--- src/inc/rac_pkg.sv ---
package rac_pkg;

	// Frame opening commands, both sent as seven-bit short frames.
	localparam logic [7:0] CMD_REQA         = 8'h26;
	localparam logic [7:0] CMD_WUPA         = 8'h52;
	localparam logic [2:0] SHORT_FRAME_BITS = 3'h7;

	// Select codes per cascade level and the second byte of a select frame.
	localparam logic [7:0] SEL_LEVEL_ONE    = 8'h93;
	localparam logic [7:0] SEL_LEVEL_TWO    = 8'h95;
	localparam logic [7:0] SEL_LEVEL_THREE  = 8'h97;
	localparam logic [7:0] NVB_SELECT       = 8'h70;
	localparam logic [7:0] CASCADE_TAG      = 8'h88;

	// Bit positions inside the card answers.
	localparam logic [2:0] ATQA_SIZE_LSB    = 3'h6;
	localparam logic [2:0] SAK_CASCADE_BIT  = 3'h2;

	// Identifier size codes and cascade level numbers.
	localparam logic [1:0] SIZE_SINGLE      = 2'h0;
	localparam logic [1:0] SIZE_DOUBLE      = 2'h1;
	localparam logic [1:0] SIZE_TRIPLE      = 2'h2;
	localparam logic [1:0] LEVEL_NONE       = 2'h0;
	localparam logic [1:0] LEVEL_ONE        = 2'h1;
	localparam logic [1:0] LEVEL_TWO        = 2'h2;
	localparam logic [1:0] LEVEL_THREE      = 2'h3;

	// Frame layout: command and NVB head, identifier bits, select length.
	localparam logic [3:0] HEAD_BYTES       = 4'h2;
	localparam logic [5:0] ID_BITS          = 6'h20;
	localparam logic [2:0] SELECT_LAST_IDX  = 3'h6;
	localparam logic [2:0] CHECK_BYTE_IDX   = 3'h4;

	// Transmit word: {crc, last, valid bits of byte (0 = all 8), data}.
	localparam int TX_WORD_W = 13;

	typedef enum logic [6:0] {
		ST_IDLE  = 7'h01,
		ST_REQ   = 7'h02,
		ST_ATQA  = 7'h04,
		ST_ACTX  = 7'h08,
		ST_UIDRX = 7'h10,
		ST_SELTX = 7'h20,
		ST_SAKRX = 7'h40
	} rac_state_type;

endpackage : rac_pkg

--- src/verilog/rac_skid_buffer.sv ---
`timescale 1ns/1ns

// Two-entry buffer; both outputs come from flip-flops so nothing is lost on a stall.
module rac_skid_buffer #(
	parameter int WIDTH = 13
) (
	// Clock and reset.
	input  wire logic             clock,
	input  wire logic             reset_n,
	// Filling side.
	input  wire logic             in_valid,
	input  wire logic [WIDTH-1:0] in_data,
	output logic                  in_ready,
	// Draining side.
	output logic                  out_valid,
	output logic [WIDTH-1:0]      out_data,
	input  wire logic             out_ready
);

	logic             out_valid_r, out_valid_nxt;
	logic [WIDTH-1:0] out_data_r,  out_data_nxt;
	logic             skid_valid_r, skid_valid_nxt;
	logic [WIDTH-1:0] skid_data_r, skid_data_nxt;

	// The skid slot absorbs the word accepted in the cycle the receiver stalls.
	always_comb begin
		out_valid_nxt  = out_valid_r;
		out_data_nxt   = out_data_r;
		skid_valid_nxt = skid_valid_r;
		skid_data_nxt  = skid_data_r;
		if (out_ready || !out_valid_r) begin
			if (skid_valid_r) begin
				out_valid_nxt  = 1'b1;
				out_data_nxt   = skid_data_r;
				skid_valid_nxt = 1'b0;
			end else begin
				out_valid_nxt = in_valid;
				out_data_nxt  = in_data;
			end
		end else if (in_valid && !skid_valid_r) begin
			skid_valid_nxt = 1'b1;
			skid_data_nxt  = in_data;
		end
	end

	// Registers only.
	always_ff @(posedge clock or negedge reset_n) begin
		if (!reset_n) begin
			out_valid_r  <= 1'b0;
			out_data_r   <= '0;
			skid_valid_r <= 1'b0;
			skid_data_r  <= '0;
		end else begin
			out_valid_r  <= out_valid_nxt;
			out_data_r   <= out_data_nxt;
			skid_valid_r <= skid_valid_nxt;
			skid_data_r  <= skid_data_nxt;
		end
	end

	assign in_ready  = !skid_valid_r;
	assign out_valid = out_valid_r;
	assign out_data  = out_data_r;

endmodule : rac_skid_buffer

--- src/verilog/rac_anticoll.sv ---
`timescale 1ns/1ns

// Functional notes
// - Open with a REQA or WUPA short frame, then wait for ATQA.
// - ATQA bits b8 b7: 00 single, 10 triple; set level count from it.
// - ATQA bits b8 b7 equal 01 mean double size, two levels.
// - A collided ATQA still leads into the anticollision loop.
// - After ATQA send level one anticollision 93h 20h.
// - Level one select: 93h 70h, five received bytes, CRC_A.
// - SAK b3 set after level one: go to level two, send 95h 20h; here only if ATQA gave double or triple size, else it ends failed.
// - Level two select: 95h 70h, five received bytes, CRC_A.
// - SAK b3 set after level two: go to level three, send 97h 20h; here only if ATQA gave triple size, else it ends failed.
// - Level three select: 97h 70h, four id bytes, check byte, CRC_A.
// - SAK b3 clear: identifier complete, stop raising the level.
// - While colliding, send code, NVB, first k bits for k 1 to 31.
// - Each step resends k-1 known bits plus one chosen bit.
// - Optional 93h 60h with all 32 bits; card returns check byte only.
// - Select with 32 bits and check byte, computed if 60h skipped.
module rac_anticoll
	import rac_pkg::*;
(
	// Clock and reset.
	input  wire logic                 clock,
	input  wire logic                 reset_n,
	// User control.
	input  wire logic                 start,
	input  wire logic                 use_wakeup,
	input  wire logic                 send_full_id,
	input  wire logic                 chosen_bit,
	// User status.
	output logic                      busy,
	output logic                      done,
	output logic                      failed,
	output logic [1:0]                cascade_level,
	output logic [7:0]                sak_byte,
	output logic [31:0]               level_id,
	// Transmit stream toward the RF framer.
	output logic                      tx_valid,
	output logic [7:0]                tx_data,
	output logic [2:0]                tx_bits,
	output logic                      tx_last,
	output logic                      tx_crc,
	input  wire logic                 tx_ready,
	// Receive stream from the RF framer.
	input  wire logic                 rx_valid,
	input  wire logic [7:0]           rx_data,
	input  wire logic [7:0]           rx_coll,
	input  wire logic                 rx_last
);

	rac_state_type          st_r, st_nxt;
	logic [1:0]             lvl_r, lvl_nxt, levels_r, levels_nxt;
	logic [5:0]             k_r, k_nxt;
	logic [39:0]            uid_r, uid_nxt;
	logic [2:0]             txi_r, txi_nxt, rxi_r, rxi_nxt;
	logic                   coll_r, coll_nxt, wake_r, wake_nxt;
	logic                   busy_r, busy_nxt, done_r, done_nxt, fail_r, fail_nxt;
	logic [7:0]             sak_r, sak_nxt;
	logic [31:0]            id_r, id_nxt;
	logic                   push, buf_ready;
	logic [TX_WORD_W-1:0]   push_word, buf_word;
	logic [7:0]             cmd, nvb, mask;
	logic [2:0]             ac_last, pos;
	logic                   coll_any;

	// Check byte over four identifier bytes.
	function automatic logic [7:0] check_of(input logic [39:0] u);
		check_of = u[7:0] ^ u[15:8] ^ u[23:16] ^ u[31:24];
	endfunction : check_of

	// Level count from the ATQA size field; the reserved code gives none.
	function automatic logic [1:0] levels_of(input logic [1:0] size);
		case (size)
			SIZE_SINGLE: levels_of = LEVEL_ONE;
			SIZE_DOUBLE: levels_of = LEVEL_TWO;
			SIZE_TRIPLE: levels_of = LEVEL_THREE;
			default:     levels_of = LEVEL_NONE;
		endcase
	endfunction : levels_of

	// Select code, NVB and the index of the last anticollision byte.
	always_comb begin
		case (lvl_r)
			LEVEL_TWO:   cmd = SEL_LEVEL_TWO;
			LEVEL_THREE: cmd = SEL_LEVEL_THREE;
			default:     cmd = SEL_LEVEL_ONE;
		endcase
		nvb     = {4'(HEAD_BYTES + {1'b0, k_r[5:3]}), 1'b0, k_r[2:0]};
		ac_last = 3'(3'h1 + k_r[5:3] + {2'h0, (k_r[2:0] != 3'h0)});
		pos     = 3'(k_r[5:3] + rxi_r);
		mask    = (pos == k_r[5:3]) ? 8'((8'h01 << k_r[2:0]) - 8'h01) : 8'h00;
		coll_any = coll_r || (rx_coll != 8'h00);
	end

	// Sequencer: request, anticollision per level, select, SAK evaluation.
	always_comb begin
		st_nxt = st_r;     lvl_nxt = lvl_r;   levels_nxt = levels_r;
		k_nxt = k_r;       uid_nxt = uid_r;   txi_nxt = txi_r;
		rxi_nxt = rxi_r;   coll_nxt = coll_r; wake_nxt = wake_r;
		busy_nxt = busy_r; done_nxt = 1'b0;   fail_nxt = fail_r;
		sak_nxt = sak_r;   id_nxt = id_r;
		push = 1'b0;
		push_word = '0;
		unique case (st_r)
			ST_IDLE: if (start) begin
				st_nxt = ST_REQ;
				lvl_nxt = LEVEL_ONE;
				k_nxt = 6'h00;
				uid_nxt = '0;
				wake_nxt = use_wakeup;
				busy_nxt = 1'b1;
				fail_nxt = 1'b0;
			end
			ST_REQ: begin
				push = 1'b1;
				push_word = {1'b0, 1'b1, SHORT_FRAME_BITS, wake_r ? CMD_WUPA : CMD_REQA};
				if (buf_ready) begin
					st_nxt = ST_ATQA;
					rxi_nxt = 3'h0;
				end
			end
			ST_ATQA: if (rx_valid) begin
				rxi_nxt = 3'(rxi_r + 3'h1);
				if (rxi_r == 3'h0)
					levels_nxt = levels_of(rx_data[ATQA_SIZE_LSB +: 2]);
				// Collisions in the answer are ignored on purpose.
				if (rx_last) begin
					txi_nxt = 3'h0;
					st_nxt = (levels_nxt == LEVEL_NONE) ? ST_IDLE : ST_ACTX;
					if (levels_nxt == LEVEL_NONE) begin
						busy_nxt = 1'b0;
						done_nxt = 1'b1;
						fail_nxt = 1'b1;
					end
				end
			end
			ST_ACTX: begin
				push = 1'b1;
				push_word[12]  = 1'b0;
				push_word[11]  = (txi_r == ac_last);
				push_word[10:8] = (txi_r == ac_last && txi_r > 3'h1) ? k_r[2:0] : 3'h0;
				push_word[7:0] = (txi_r == 3'h0) ? cmd : (txi_r == 3'h1) ? nvb :
					uid_r[8*(3'(txi_r - 3'h2)) +: 8];
				if (buf_ready) begin
					txi_nxt = 3'(txi_r + 3'h1);
					if (txi_r == ac_last) begin
						st_nxt = ST_UIDRX;
						rxi_nxt = 3'h0;
						coll_nxt = 1'b0;
					end
				end
			end
			ST_UIDRX: if (rx_valid) begin
				if (pos <= CHECK_BYTE_IDX)
					uid_nxt[8*pos +: 8] = (uid_r[8*pos +: 8] & mask) | (rx_data & ~mask);
				rxi_nxt = 3'(rxi_r + 3'h1);
				coll_nxt = coll_any;
				if (rx_last) begin
					txi_nxt = 3'h0;
					if (coll_any && k_r < ID_BITS) begin
						uid_nxt[k_r] = chosen_bit;
						k_nxt = 6'(k_r + 6'h01);
						st_nxt = ST_ACTX;
						if (k_nxt == ID_BITS && !send_full_id) begin
							uid_nxt[39:32] = check_of(uid_nxt);
							st_nxt = ST_SELTX;
						end
					end else if (coll_any || check_of(uid_nxt) != uid_nxt[39:32] ||
						(lvl_r < levels_r && uid_nxt[7:0] != CASCADE_TAG)) begin
						st_nxt = ST_IDLE;
						busy_nxt = 1'b0;
						done_nxt = 1'b1;
						fail_nxt = 1'b1;
					end else begin
						k_nxt = ID_BITS;
						st_nxt = ST_SELTX;
					end
				end
			end
			ST_SELTX: begin
				push = 1'b1;
				push_word[12]  = (txi_r == SELECT_LAST_IDX);
				push_word[11]  = (txi_r == SELECT_LAST_IDX);
				push_word[10:8] = 3'h0;
				push_word[7:0] = (txi_r == 3'h0) ? cmd : (txi_r == 3'h1) ? NVB_SELECT :
					uid_r[8*(3'(txi_r - 3'h2)) +: 8];
				if (buf_ready) begin
					txi_nxt = 3'(txi_r + 3'h1);
					if (txi_r == SELECT_LAST_IDX)
						st_nxt = ST_SAKRX;
				end
			end
			ST_SAKRX: if (rx_valid) begin
				sak_nxt = rx_data;
				id_nxt = uid_r[31:0];
				txi_nxt = 3'h0;
				if (rx_data[SAK_CASCADE_BIT] && lvl_r < levels_r) begin
					lvl_nxt = 2'(lvl_r + 2'h1);
					k_nxt = 6'h00;
					uid_nxt = '0;
					st_nxt = ST_ACTX;
				end else begin
					st_nxt = ST_IDLE;
					busy_nxt = 1'b0;
					done_nxt = 1'b1;
					fail_nxt = rx_data[SAK_CASCADE_BIT];
				end
			end
		endcase
	end

	// Sequencer registers.
	always_ff @(posedge clock or negedge reset_n) begin
		if (!reset_n) begin
			st_r <= ST_IDLE;    lvl_r <= LEVEL_NONE; levels_r <= LEVEL_NONE;
			k_r <= 6'h00;       uid_r <= '0;         txi_r <= 3'h0;
			rxi_r <= 3'h0;      coll_r <= 1'b0;      wake_r <= 1'b0;
			busy_r <= 1'b0;     done_r <= 1'b0;      fail_r <= 1'b0;
			sak_r <= 8'h00;     id_r <= 32'h0000_0000;
		end else begin
			st_r <= st_nxt;     lvl_r <= lvl_nxt;    levels_r <= levels_nxt;
			k_r <= k_nxt;       uid_r <= uid_nxt;    txi_r <= txi_nxt;
			rxi_r <= rxi_nxt;   coll_r <= coll_nxt;  wake_r <= wake_nxt;
			busy_r <= busy_nxt; done_r <= done_nxt;  fail_r <= fail_nxt;
			sak_r <= sak_nxt;   id_r <= id_nxt;
		end
	end

	// The buffer lets the framer stall without the sequencer losing a byte.
	rac_skid_buffer #(.WIDTH(TX_WORD_W)) u_txbuf (
		.clock     (clock),
		.reset_n   (reset_n),
		.in_valid  (push),
		.in_data   (push_word),
		.in_ready  (buf_ready),
		.out_valid (tx_valid),
		.out_data  (buf_word),
		.out_ready (tx_ready)
	);

	assign {tx_crc, tx_last, tx_bits, tx_data} = buf_word;
	assign busy = busy_r;
	assign done = done_r;
	assign failed = fail_r;
	assign cascade_level = lvl_r;
	assign sak_byte = sak_r;
	assign level_id = id_r;
endmodule : rac_anticoll

--- config.mk ---
export PLATFORM = sky130hd
export DESIGN_NAME = rac_anticoll
export DESIGN_NICKNAME = d
export VERILOG_FILES = /design/src/inc/rac_pkg.sv /design/src/verilog/rac_skid_buffer.sv /design/src/verilog/rac_anticoll.sv
export SDC_FILE = /design/constraint.sdc
export NUM_CORES = 1
export LEC_CHECK = 0
export BUFFER_PORTS_ARGS = -buffer_cell sky130_fd_sc_hd__buf_2
export CORE_ASPECT_RATIO = 0.9
export CORE_MARGIN = 4
export CORE_UTILIZATION = 50
export DETAILED_ROUTE_END_ITERATION = 7
export PLACE_DENSITY = 0.68
export RECOVER_POWER = 100
export SLEW_MARGIN = 10
export SYNTH_ARGS = -nofsm -noshare
export SYNTH_HDL_FRONTEND = slang
export SYNTH_SLANG_ARGS = --single-unit
--- constraint.sdc ---
create_clock -name clock -period 10 [get_ports clock]
set_clock_uncertainty 0.1 [all_clocks]
set_input_delay 1.5 -clock clock [delete_from_list [all_inputs] [get_ports clock]]
set_output_delay 1.5 -clock clock [all_outputs]
set_load 0.005 [all_outputs]
==> qor.yml, run 1 <==
outcome: "complete, but fails checks"
violations: "capacitance limit, slew limit"
cts_tree: "done"
die_y_um: 146
row_count: 50
hold_violations: 0
clk_path_buf_depth: 2
p_sw_mw: 1.65
crit_path_start: "k_r[3]"
ys.flop_type: "dfrtp_1"
gp_congestion: 1.07
grt_pass1_wl_mm: 56.0
yosysSeqAreaShare: 0.321
layout_setup_ws_ns: 2.18
drtIter0Drc: 1215
regToRegSetupSlack_ns: 2.18
fmaxAchievable_mhz: 128
yosys_warnings: 0
numCtsBuffers: 17
synth_cell_types: 93
comb_power_share: 0.578
slew_headroom: -1.88
synth_top_area_frac: 0.319
cp.arrival_ns: 8.01
synth_seq_cells: 136
synthTopCellsByArea: "dfrtp_1 32%, nand2_1 6.4%, mux2i_1 6.1%"
cp-end-kind: "flop"
drive_above_1_share: 0.141
finalSetupViolCount: 0
drc: 0
n_antenna_cell: 0
cap_viol_max_count: 3
antenna_found_initial: 0
setup_tns_ns: 0
worst_slew_pin_slew_ns: 4.32
hpwl_mm: 26.6
nNetsFinal: 1325
p_leak_nw: 5.21
vdd_drop_max_uv: 180
routedWlPerCell_um: 23.0
startpoint_type: "flop"
area_growth_pct: 9.68
crit_end: "k_r[1]"
netlist_area_mm2: 0.0106
grt_max_degree: 82
rr_endpoint: "k_r[1]"
grtUsageTotal: 0.305
htreeDepth: 4
cp.required_ns: 10.19
routed_via_density: 6.38
clkSlewWorstSetupHoldPaths_ns: 0.07
synth-edff-count: 0
ctsRootBufferMaster: "clkbuf_16"
grt-ovfl-total: 0
pwr-share-seq: 0.227
dp_slack_ns: 3.94
fp.coreArea_mm2: 0.0208
pwr_density_cell_mw_per_mm2: 284
fillers: 1961
grt_pass1_vias: 9240
whs_ns: 0.373
rsz0062_at_grt: "false"
cts_resized: 0
synth.most_common_cell: "nand2_1"
min_period_ns: 7.82
postRouteAntennaNets: 0
wirelength_mm: 36.1
timing.rr.start: "k_r[3]"
period_share: 0.782
post_cts_buffers: 0
clock_latency_ns: 0.44
clock-sinks: 136
synth_async_sr_flop_share: 1.00
dieArea_mm2: 0.0236
rr_worst_depth: 17
vias: 9998
avgSynthCellArea_um2: 8.52
yosysTopAreaCell: "dfrtp_1"
switching_share: 0.502
die_w_um: 161
hold_path.class: "reg -> reg"
seq_area_mm2: 0.00340
pwr-share-clk: 0.195
start_util: 0.509
multi_input_area_mm2: 0.00665
critical_path_class: "reg -> reg"
p_int_mw: 1.64
ios: 84
syn_nets: 1301
slew_violations: 154
drt_pass1_iterations: 8
crit_fanout: 24
port_buffers: 83
yosys-top-cells-count: "181 x nand2_1, 135 x dfrtp_1, 100 x o21ai_0, 88 x a21oi_1, 75 x clkbuf_1"
synthCells: 1245
cts-hold-fix-buffers: 0
-- worst min path at each step --
stage / from / cells past startpoint / to
2_1_floorplan: u_txbuf.skid_data_r[0] / 2 / u_txbuf.skid_data_r[0]
3_3_place_gp: sak_byte[6] / 2 / sak_byte[6]
3_5_place_dp: sak_byte[6] / 2 / sak_byte[6]
4_1_cts: sak_byte[6] / 2 / sak_byte[6]
5_1_grt: sak_byte[6] / 2 / sak_byte[6]
6_report: level_id[17] / 2 / level_id[17]
-- through the flow --
stage          utilization  power, mW  instances  cell area (um^2)
2_1_floorplan            -       2.11       1245             10600
3_3_place_gp         0.533       2.61       1536             11100
3_5_place_dp         0.533       2.61       1536             11100
4_1_cts              0.562       3.27       1568             11700
5_1_grt              0.558       3.49       1568             11600
6_report             0.558       3.30       1568             11600
-- logic make-up (layout without fill, tap and decap cells) --
| group | count (synthesis) | after routing | share of synthesized area |
|---|---|---|---|
| multiplexers | 129 | 129 | 0.143 |
| AND/OR/NAND/NOR | 416 | 416 | 0.188 |
| adder cells (fa/ha/maj) | 31 | 31 | 0.0373 |
| AO/OA/AOI/OAI | 335 | 335 | 0.198 |
| flip-flops | 136 | 136 | 0.321 |
| buffers and inverters | 128 | 165 | 0.0499 |
| XOR/XNOR | 70 | 70 | 0.0622 |
-- cell usage in the layout, fill, tap and decap left out, types with 15 or more instances in the layout --
| master | netlist | routed |
|---|---|---|
| xnor2_1 | 46 | 46 |
| nand2_1 | 181 | 181 |
| clkbuf_16 | 0 | 17 |
| nand3_1 | 37 | 38 |
| mux2_2 | 52 | 52 |
| xor2_1 | 20 | 20 |
| inv_1 | 33 | 34 |
| nand4_1 | 15 | 15 |
| mux2i_1 | 65 | 65 |
| dfrtp_1 | 135 | 135 |
| o31ai_1 | 15 | 15 |
| buf_2 | 9 | 54 |
| nor3_1 | 22 | 22 |
| clkbuf_1 | 75 | 31 |
| o21ai_0 | 100 | 101 |
| ha_1 | 30 | 30 |
| a31oi_1 | 27 | 28 |
| nor2_1 | 74 | 74 |
| a21oi_1 | 88 | 88 |
-- area by class of cell --
class	instances	share of cell area
multi-input combinational	981	0.572
tap	286	0.0308
timing repair buffer	97	0.0410
clock buffer	17	0.0366
inverter	36	0.0116
clock inverter	15	0.0156
sequential	136	0.293
-- worst max-delay path, cell delays in order (launching register included) --
cell      delay, ns
dfrtp_1        0.32
clkbuf_1       1.24
ha_1           0.35
fa_1           0.25
xor3_1         0.69
inv_1          0.40
ha_1           0.62
nor4b_1        0.71
nand3_1        0.37
buf_4          0.33
a31oi_1        0.16
o21ai_0        0.21
a32o_1         0.32
o221ai_1       0.44
nand2_1        0.08
or4_1          0.52
a31oi_1        0.39
o22ai_1        0.14
-- sequential cells by signal, summed over array words and instances, names as in the netlist --
name                  count
u_txbuf.skid_valid_r      1
u_txbuf.out_data         13
k_r                       6
u_txbuf.skid_data_r      13
level_id                 32
txi_r                     3
wake_r                    1
u_txbuf.out_valid         1
coll_r                    1
st_r                      7
uid_r                    40
cascade_level             2
done                      1
levels_r                  2
busy                      1
sak_byte                  8
failed                    1
rxi_r                     3
-- power groups by stage --
stage	combinational (mW)	sequential (mW)	clock, mW
floorplan	1.41	0.697	0
global placement	1.86	0.750	0
detailed placement	1.86	0.754	0
CTS	1.87	0.744	0.655
global route	2.05	0.759	0.680
finish	1.91	0.748	0.643
-- per-layer routing --
layer	up-vias	part of all wire	GRT usage
met5	-	0	0
met2	587	0.42	0.439
li1	4532	-	-
met3	96	0.11	0.0754
met4	0	0.034	0.106
met1	4783	0.44	0.447
Power figures use the tool's default switching activity.
==> run 2: changes to the inputs <==
--- a/config.mk
+++ b/config.mk
@@ -10,7 +10,7 @@
 export CORE_MARGIN = 4
 export CORE_UTILIZATION = 50
 export DETAILED_ROUTE_END_ITERATION = 7
-export PLACE_DENSITY = 0.68
+export PLACE_DENSITY = 0.71
 export RECOVER_POWER = 100
 export SLEW_MARGIN = 10
 export SYNTH_ARGS = -nofsm -noshare
==> constraint.sdc (replaced) <==
create_clock -name clock -period 6.7 [get_ports clock]
set_clock_uncertainty 0.1 [all_clocks]
set_input_delay 1.005 -clock clock [delete_from_list [all_inputs] [get_ports clock]]
set_output_delay 1.005 -clock clock [all_outputs]
set_load 0.005 [all_outputs]
==> qor.yml, run 2 (synthesized netlist as in run 1, its figures left out) <==
outcome: "complete, but fails checks"
violations: "capacitance limit, slew limit"
cp-end-kind: "flop"
dieArea_mm2: 0.0236  # unchanged
hold_path.class: "reg -> reg"
wirelength_mm: 37.7  # +4.4%
clock-sinks: 136  # unchanged
drtIter0Drc: 1060  # -13%
crit_fanout: 14  # -42%
routed_via_density: 6.32  # -0.82%
pwr_density_cell_mw_per_mm2: 427  # +50%
layout_setup_ws_ns: 0.698  # -1.49 ns
routedWlPerCell_um: 23.9  # +3.7%
design_area_mm2: 0.0117  # +0.48%
area_growth_pct: 10.2
post_cts_buffers: 0  # unchanged
final_common_cell: "nand2_1"
grt_pass1_vias: 9275  # +0.38%
antenna_found_initial: 0  # unchanged
m1WireLength_mm: 16.8  # +6.4%
hold_path.startpoint: "sak_byte[7]"
p_leak_nw: 5.25  # +0.77%
vdd_drop_max_uv: 219  # +21%
n_antenna_cell: 0  # unchanged
grtUsageTotal: 0.320  # +0.0146
top_layer_used: "met4"
rsz0062_at_grt: "false"
clk_path_buf_depth: 2  # unchanged
htreeDepth: 4  # unchanged
numCtsBuffers: 17  # unchanged
finalSetupViolCount: 0  # unchanged
layout_common_cells: "181 x nand2_1, 135 x dfrtp_1, 102 x o21ai_0"
largest_register_ffs: 40  # unchanged
ctsRootBufferMaster: "clkbuf_16"
hpwl_mm: 27.6  # +3.8%
ios: 84  # unchanged
min_period_ns: 6.00  # -1.81 ns
gp_congestion: 1.02  # -4.6%
min_to: "sak_byte[7]"
vias: 9986  # -0.12%
rr_worst_depth: 15  # -2
cts-hold-fix-buffers: 0  # unchanged
grt_pass1_wl_mm: 58.1  # +3.8%
nNetsFinal: 1336  # +0.83%
worst_slew_pin_slew_ns: 3.56  # -0.756 ns
postRouteAntennaNets: 0  # unchanged
startpoint_type: "flop"
row_count: 50  # unchanged
regToRegSetupSlack_ns: 0.70  # -1.49 ns
die_w_um: 161  # unchanged
top_register: "uid_r"
drc: 0  # unchanged
die_y_um: 146  # unchanged
fp.coreArea_mm2: 0.0208  # unchanged
port_buffers: 83  # unchanged
p_total_mw: 4.99  # +51%
drt_pass1_iterations: 5  # -3
grt_max_degree: 75  # -8.5%
fmaxAchievable_mhz: 167  # +30%
wl_met3_mm: 3.92  # +0.90%
rr_endpoint: "k_r[0]"
start_util: 0.509  # unchanged
cp.required_ns: 6.90  # -3.29 ns
grt-ovfl-total: 0  # unchanged
slew_headroom: -1.38  # +0.504
cap_viol_max_count: 3  # unchanged
clock_latency_ns: 0.44  # about the same
holdPathStages: 2  # unchanged
cp.arrival_ns: 6.20  # -1.81 ns
period_share: 0.896  # +0.114
hold_violations: 0  # unchanged
dr_wl_met2_mm: 16.0  # +5.8%
drive_above_1_share: 0.149  # +0.00808
dp_slack_ns: 1.07  # -2.86 ns
cts_resized: 0  # unchanged
timing.rr.start: "k_r[4]"
setup_tns_ns: 0  # unchanged
cts_tree: "done"
critical_path_class: "reg -> reg"
slew_violations: 186  # +21%
clkSlewWorstSetupHoldPaths_ns: 0.07  # about the same
postPlaceCellArea_mm2: 0.0112  # +0.63%
## run 2: changes by cell type in the layout (fill, tap and decap cells not counted), sizes merged
cell	previous run	this run
clkinvlp	2	1
inv	42	43
buf	66	75
clkbuf	48	50
## run 2: worst max path at each step
stage / from / endpoint / slack, ns / depth (start not counted)
4_1_cts: k_r[4] / k_r[0] / 1.02 / 15
6_report: k_r[4] / k_r[0] / 0.70 / 15
2_1_floorplan: rxi_r[0] / k_r[1] / 1.81 / 17
3_5_place_dp: k_r[4] / k_r[0] / 1.07 / 15
5_1_grt: k_r[4] / done / 0.33 / 15
3_3_place_gp: k_r[4] / k_r[1] / 1.22 / 15
## run 2: area by class of cell
| class | count | area (um^2) |
|---|---|---|
| repair buffers | 108 | 558 |
| clock buffers | 17 | 425 |
| flip-flops and latches | 136 | 3400 |
| multi-input cells | 981 | 6650 |
| fillers | 1899 | 9150 |
| well taps | 286 | 358 |
| clock inverters | 15 | 156 |
| inverters | 36 | 135 |
## run 2: metal layers
metal,GRT usage,vias to the layer above
met1,0.474,4817
li1,-,4552
met4,0.0934,0
met3,0.0802,57
met5,0,-
met2,0.461,560
## run 2: critical path, cell delays in order, from the launching register on
cell	delay [ns]
dfrtp_1	0.60
fa_1	0.58
xor3_1	0.47
buf_4	0.23
ha_1	0.34
nor4b_1	0.76
nand3_1	0.42
buf_4	0.29
a31oi_1	0.13
o21ai_0	0.17
a32o_1	0.31
o221ai_1	0.45
nand2_1	0.08
or4_1	0.52
a31oi_2	0.29
mux2i_1	0.11
## run 2: power by group
group	switching [mW]	internal, mW	leakage [nW]
clock	0.447	0.496	0.283
sequential	0.155	0.946	1.82
combinational	1.91	1.03	3.15
total	2.51	2.48	5.25
## run 2: per-stage QoR
stage | cells | hold slack, ns | util
2_1_floorplan | 1245 | 0.350 | -
3_3_place_gp | 1547 | 0.357 | 0.537
3_5_place_dp | 1547 | 0.365 | 0.537
4_1_cts | 1579 | 0.380 | 0.565
5_1_grt | 1579 | 0.411 | 0.561
6_report | 1579 | 0.375 | 0.561
==> run 3: changes to the inputs <==
--- a/config.mk
+++ b/config.mk
@@ -6,11 +6,13 @@
 export NUM_CORES = 1
 export LEC_CHECK = 0
 export BUFFER_PORTS_ARGS = -buffer_cell sky130_fd_sc_hd__buf_2
+export CELL_PAD_IN_SITES_DETAIL_PLACEMENT = 1
+export CELL_PAD_IN_SITES_GLOBAL_PLACEMENT = 2
 export CORE_ASPECT_RATIO = 0.9
 export CORE_MARGIN = 4
-export CORE_UTILIZATION = 50
+export CORE_UTILIZATION = 34
 export DETAILED_ROUTE_END_ITERATION = 7
-export PLACE_DENSITY = 0.71
+export PLACE_DENSITY_LB_ADDON = 0.1
 export RECOVER_POWER = 100
 export SLEW_MARGIN = 10
 export SYNTH_ARGS = -nofsm -noshare
==> qor.yml, run 3 (synthesized netlist as in run 1, its figures left out) <==
drt_pass1_iterations: 6  # +1
crit_end: "k_r[2]"
fmaxAchievable_mhz: 163  # -2.2%
postPlaceCellArea_mm2: 0.0114  # +1.9%
comb_power_share: 0.598  # +0.008
vias: 9972  # -0.14%
fp.coreArea_mm2: 0.0308  # +48%
period_share: 0.916  # +0.0203
cp.arrival_ns: 6.35  # +0.15 ns
fin_cells: 1709  # +8.2%
grtUsageTotal: 0.263  # -0.0565
routed_via_density: 5.83  # -7.7%
p_sw_mw: 2.63  # +4.6%
cts-hold-fix-buffers: 0  # unchanged
layout_common_cells: "181 x nand2_1, 135 x dfrtp_1, 102 x o21ai_0"
grt-ovfl-total: 0  # unchanged
cts_tree: "done"
wirelength_mm: 45.0  # +19%
top_layer_used: "met5"
drc: 0  # unchanged
startpoint_type: "flop"
die_y_um: 176  # +20%
critical_path_class: "reg -> reg"
path_cells: "ha_1, fa_1, xor3_2, inv_1, ha_1, buf_4, nor4b_2, nand2_1, nor2_1, clkbuf_1, nor2_1, mux2i_1, a21oi_1, o221ai_1, nand2_1, or4_1, a31oi_2, o22ai_1"
max_stage_delay_ns: 0.58  # -0.18 ns
postRouteAntennaNets: 0  # unchanged
grt_pass1_vias: 10200  # +10%
pwr-share-clk: 0.193  # +0.004
worst_slew_pin_slew_ns: 2.75  # -0.812 ns
slew_violations: 188  # +1.1%
m1WireLength_mm: 21.7  # +29%
rr_worst_depth: 18  # +3
drive_above_1_share: 0.145  # -0.00465
whs_ns: 0.377  # +0.00176 ns
timing.rr.start: "rxi_r[0]"
routedWlPerCell_um: 26.3  # +10%
hold_violations: 0  # unchanged
crit_path_start: "rxi_r[0]"
min_period_ns: 6.14  # +0.136 ns
grt_pass1_wl_mm: 68.2  # +17%
ios: 84  # unchanged
cap_viol_max_count: 4  # +1
hold_path.class: "reg -> reg"
numCtsBuffers: 17  # unchanged
antenna_found_initial: 1  # +1
outcome: "complete, but fails checks"
port_buffers: 83  # unchanged
clkSlewWorstSetupHoldPaths_ns: 0.07  # about the same
gp_congestion: 0.947  # -7.4%
clock_latency_ns: 0.45  # about the same
dp_slack_ns: 0.871  # -0.201 ns
post_cts_buffers: 0  # unchanged
crit_path_top_delay_cell: "xor3_2"
pwr_density_cell_mw_per_mm2: 435  # +1.9%
design_area_mm2: 0.0119  # +1.8%
p_int_mw: 2.55  # +2.8%
dieArea_mm2: 0.0341  # +44%
top_register: "uid_r"
p_leak_nw: 5.24  # about the same
htreeDepth: 4  # unchanged
cts_resized: 0  # unchanged
crit_fanout: 16  # +2
dp_cells: 1677  # +8.4%
n_antenna_cell: 0  # unchanged
nNetsFinal: 1343  # +0.52%
setup_tns_ns: 0  # unchanged
clk_path_buf_depth: 2  # unchanged
drtIter0Drc: 816  # -23%
switching_share: 0.508  # +0.00434
pwr-share-seq: 0.210  # -0.011
row_count: 61  # +22%
vdd_drop_max_uv: 209  # -4.6%
violations: "capacitance limit, slew limit"
cp.required_ns: 6.91  # about the same
fin_util: 0.386  # -0.175
regToRegSetupSlack_ns: 0.56  # -0.14 ns
grt_max_degree: 52  # -31%
final_common_cell: "nand2_1"
ctsRootBufferMaster: "clkbuf_16"
slew_headroom: -0.835  # +0.541
rsz0062_at_grt: "false"
wl_met3_mm: 3.03  # -23%
finalSetupViolCount: 0  # unchanged
die_w_um: 194  # +20%
cp-end-kind: "flop"
start_util: 0.344  # -0.165
area_growth_pct: 12.2
dr_wl_met2_mm: 19.3  # +21%
hpwl_mm: 34.0  # +23%
clock-sinks: 136  # unchanged
p_total_mw: 5.17  # +3.7%
rr_endpoint: "k_r[2]"
layout_setup_ws_ns: 0.563  # -0.136 ns
largest_register_ffs: 40  # unchanged
==> run 3: cell types whose count changed in the layout (fill, tap and decap cells not counted), moves of 2 or more <==
| cell | change |
|---|---|
| buf_4 | +4 |
| bufinv_16 | +2 |
| clkbuf_1 | +12 |
| clkinv_8 | -3 |
| clkinvlp_4 | +2 |
| buf_2 | -7 |
==> run 3: how the worst min path moves through the flow <==
| stage | start | end | cells past startpoint |
|---|---|---|---|
| 2_1_floorplan | u_txbuf.skid_data_r[0] | u_txbuf.skid_data_r[0] | 2 |
| 3_3_place_gp | sak_byte[4] | sak_byte[4] | 2 |
| 4_1_cts | sak_byte[6] | sak_byte[6] | 2 |
| 3_5_place_dp | sak_byte[6] | sak_byte[6] | 2 |
| 5_1_grt | sak_byte[7] | sak_byte[7] | 2 |
| 6_report | sak_byte[6] | sak_byte[6] | 2 |
==> run 3: layer usage <==
metal	vias to the layer above	track usage
met5	-	0.0157
met4	2	0.0659
met3	45	0.0522
met2	324	0.390
li1	4573	-
met1	5028	0.393
==> run 3: final cells by class <==
cell class,count,area [um^2]
clock inverter,14,163
fill,3664,18900
sequential,136,3400
inverter,36,135
timing repair buffer,115,589
tap,409,512
multi-input combinational,981,6660
clock buffer,18,429
==> run 3: worst max-delay path: cells and delay by family (launching register included) <==
| family | cells | cell delay (ns) |
|---|---|---|
| buf+inv | 3 | 1.01 |
| mux | 1 | 0.31 |
| flops | 1 | 0.42 |
| fa+ha+maj | 3 | 0.85 |
| simple gates | 6 | 1.85 |
| compound gates | 4 | 0.90 |
| xor+xnor | 1 | 0.58 |
==> run 3: power by group through the flow <==
stage | combinational (mW) | clock [mW] | sequential [mW]
6_report | 3.09 | 0.997 | 1.08
5_1_grt | 3.33 | 1.06 | 1.11
4_1_cts | 3.07 | 1.02 | 1.08
3_5_place_dp | 3.05 | 0 | 1.10
3_3_place_gp | 3.05 | 0 | 1.10
2_1_floorplan | 2.11 | 0 | 1.04
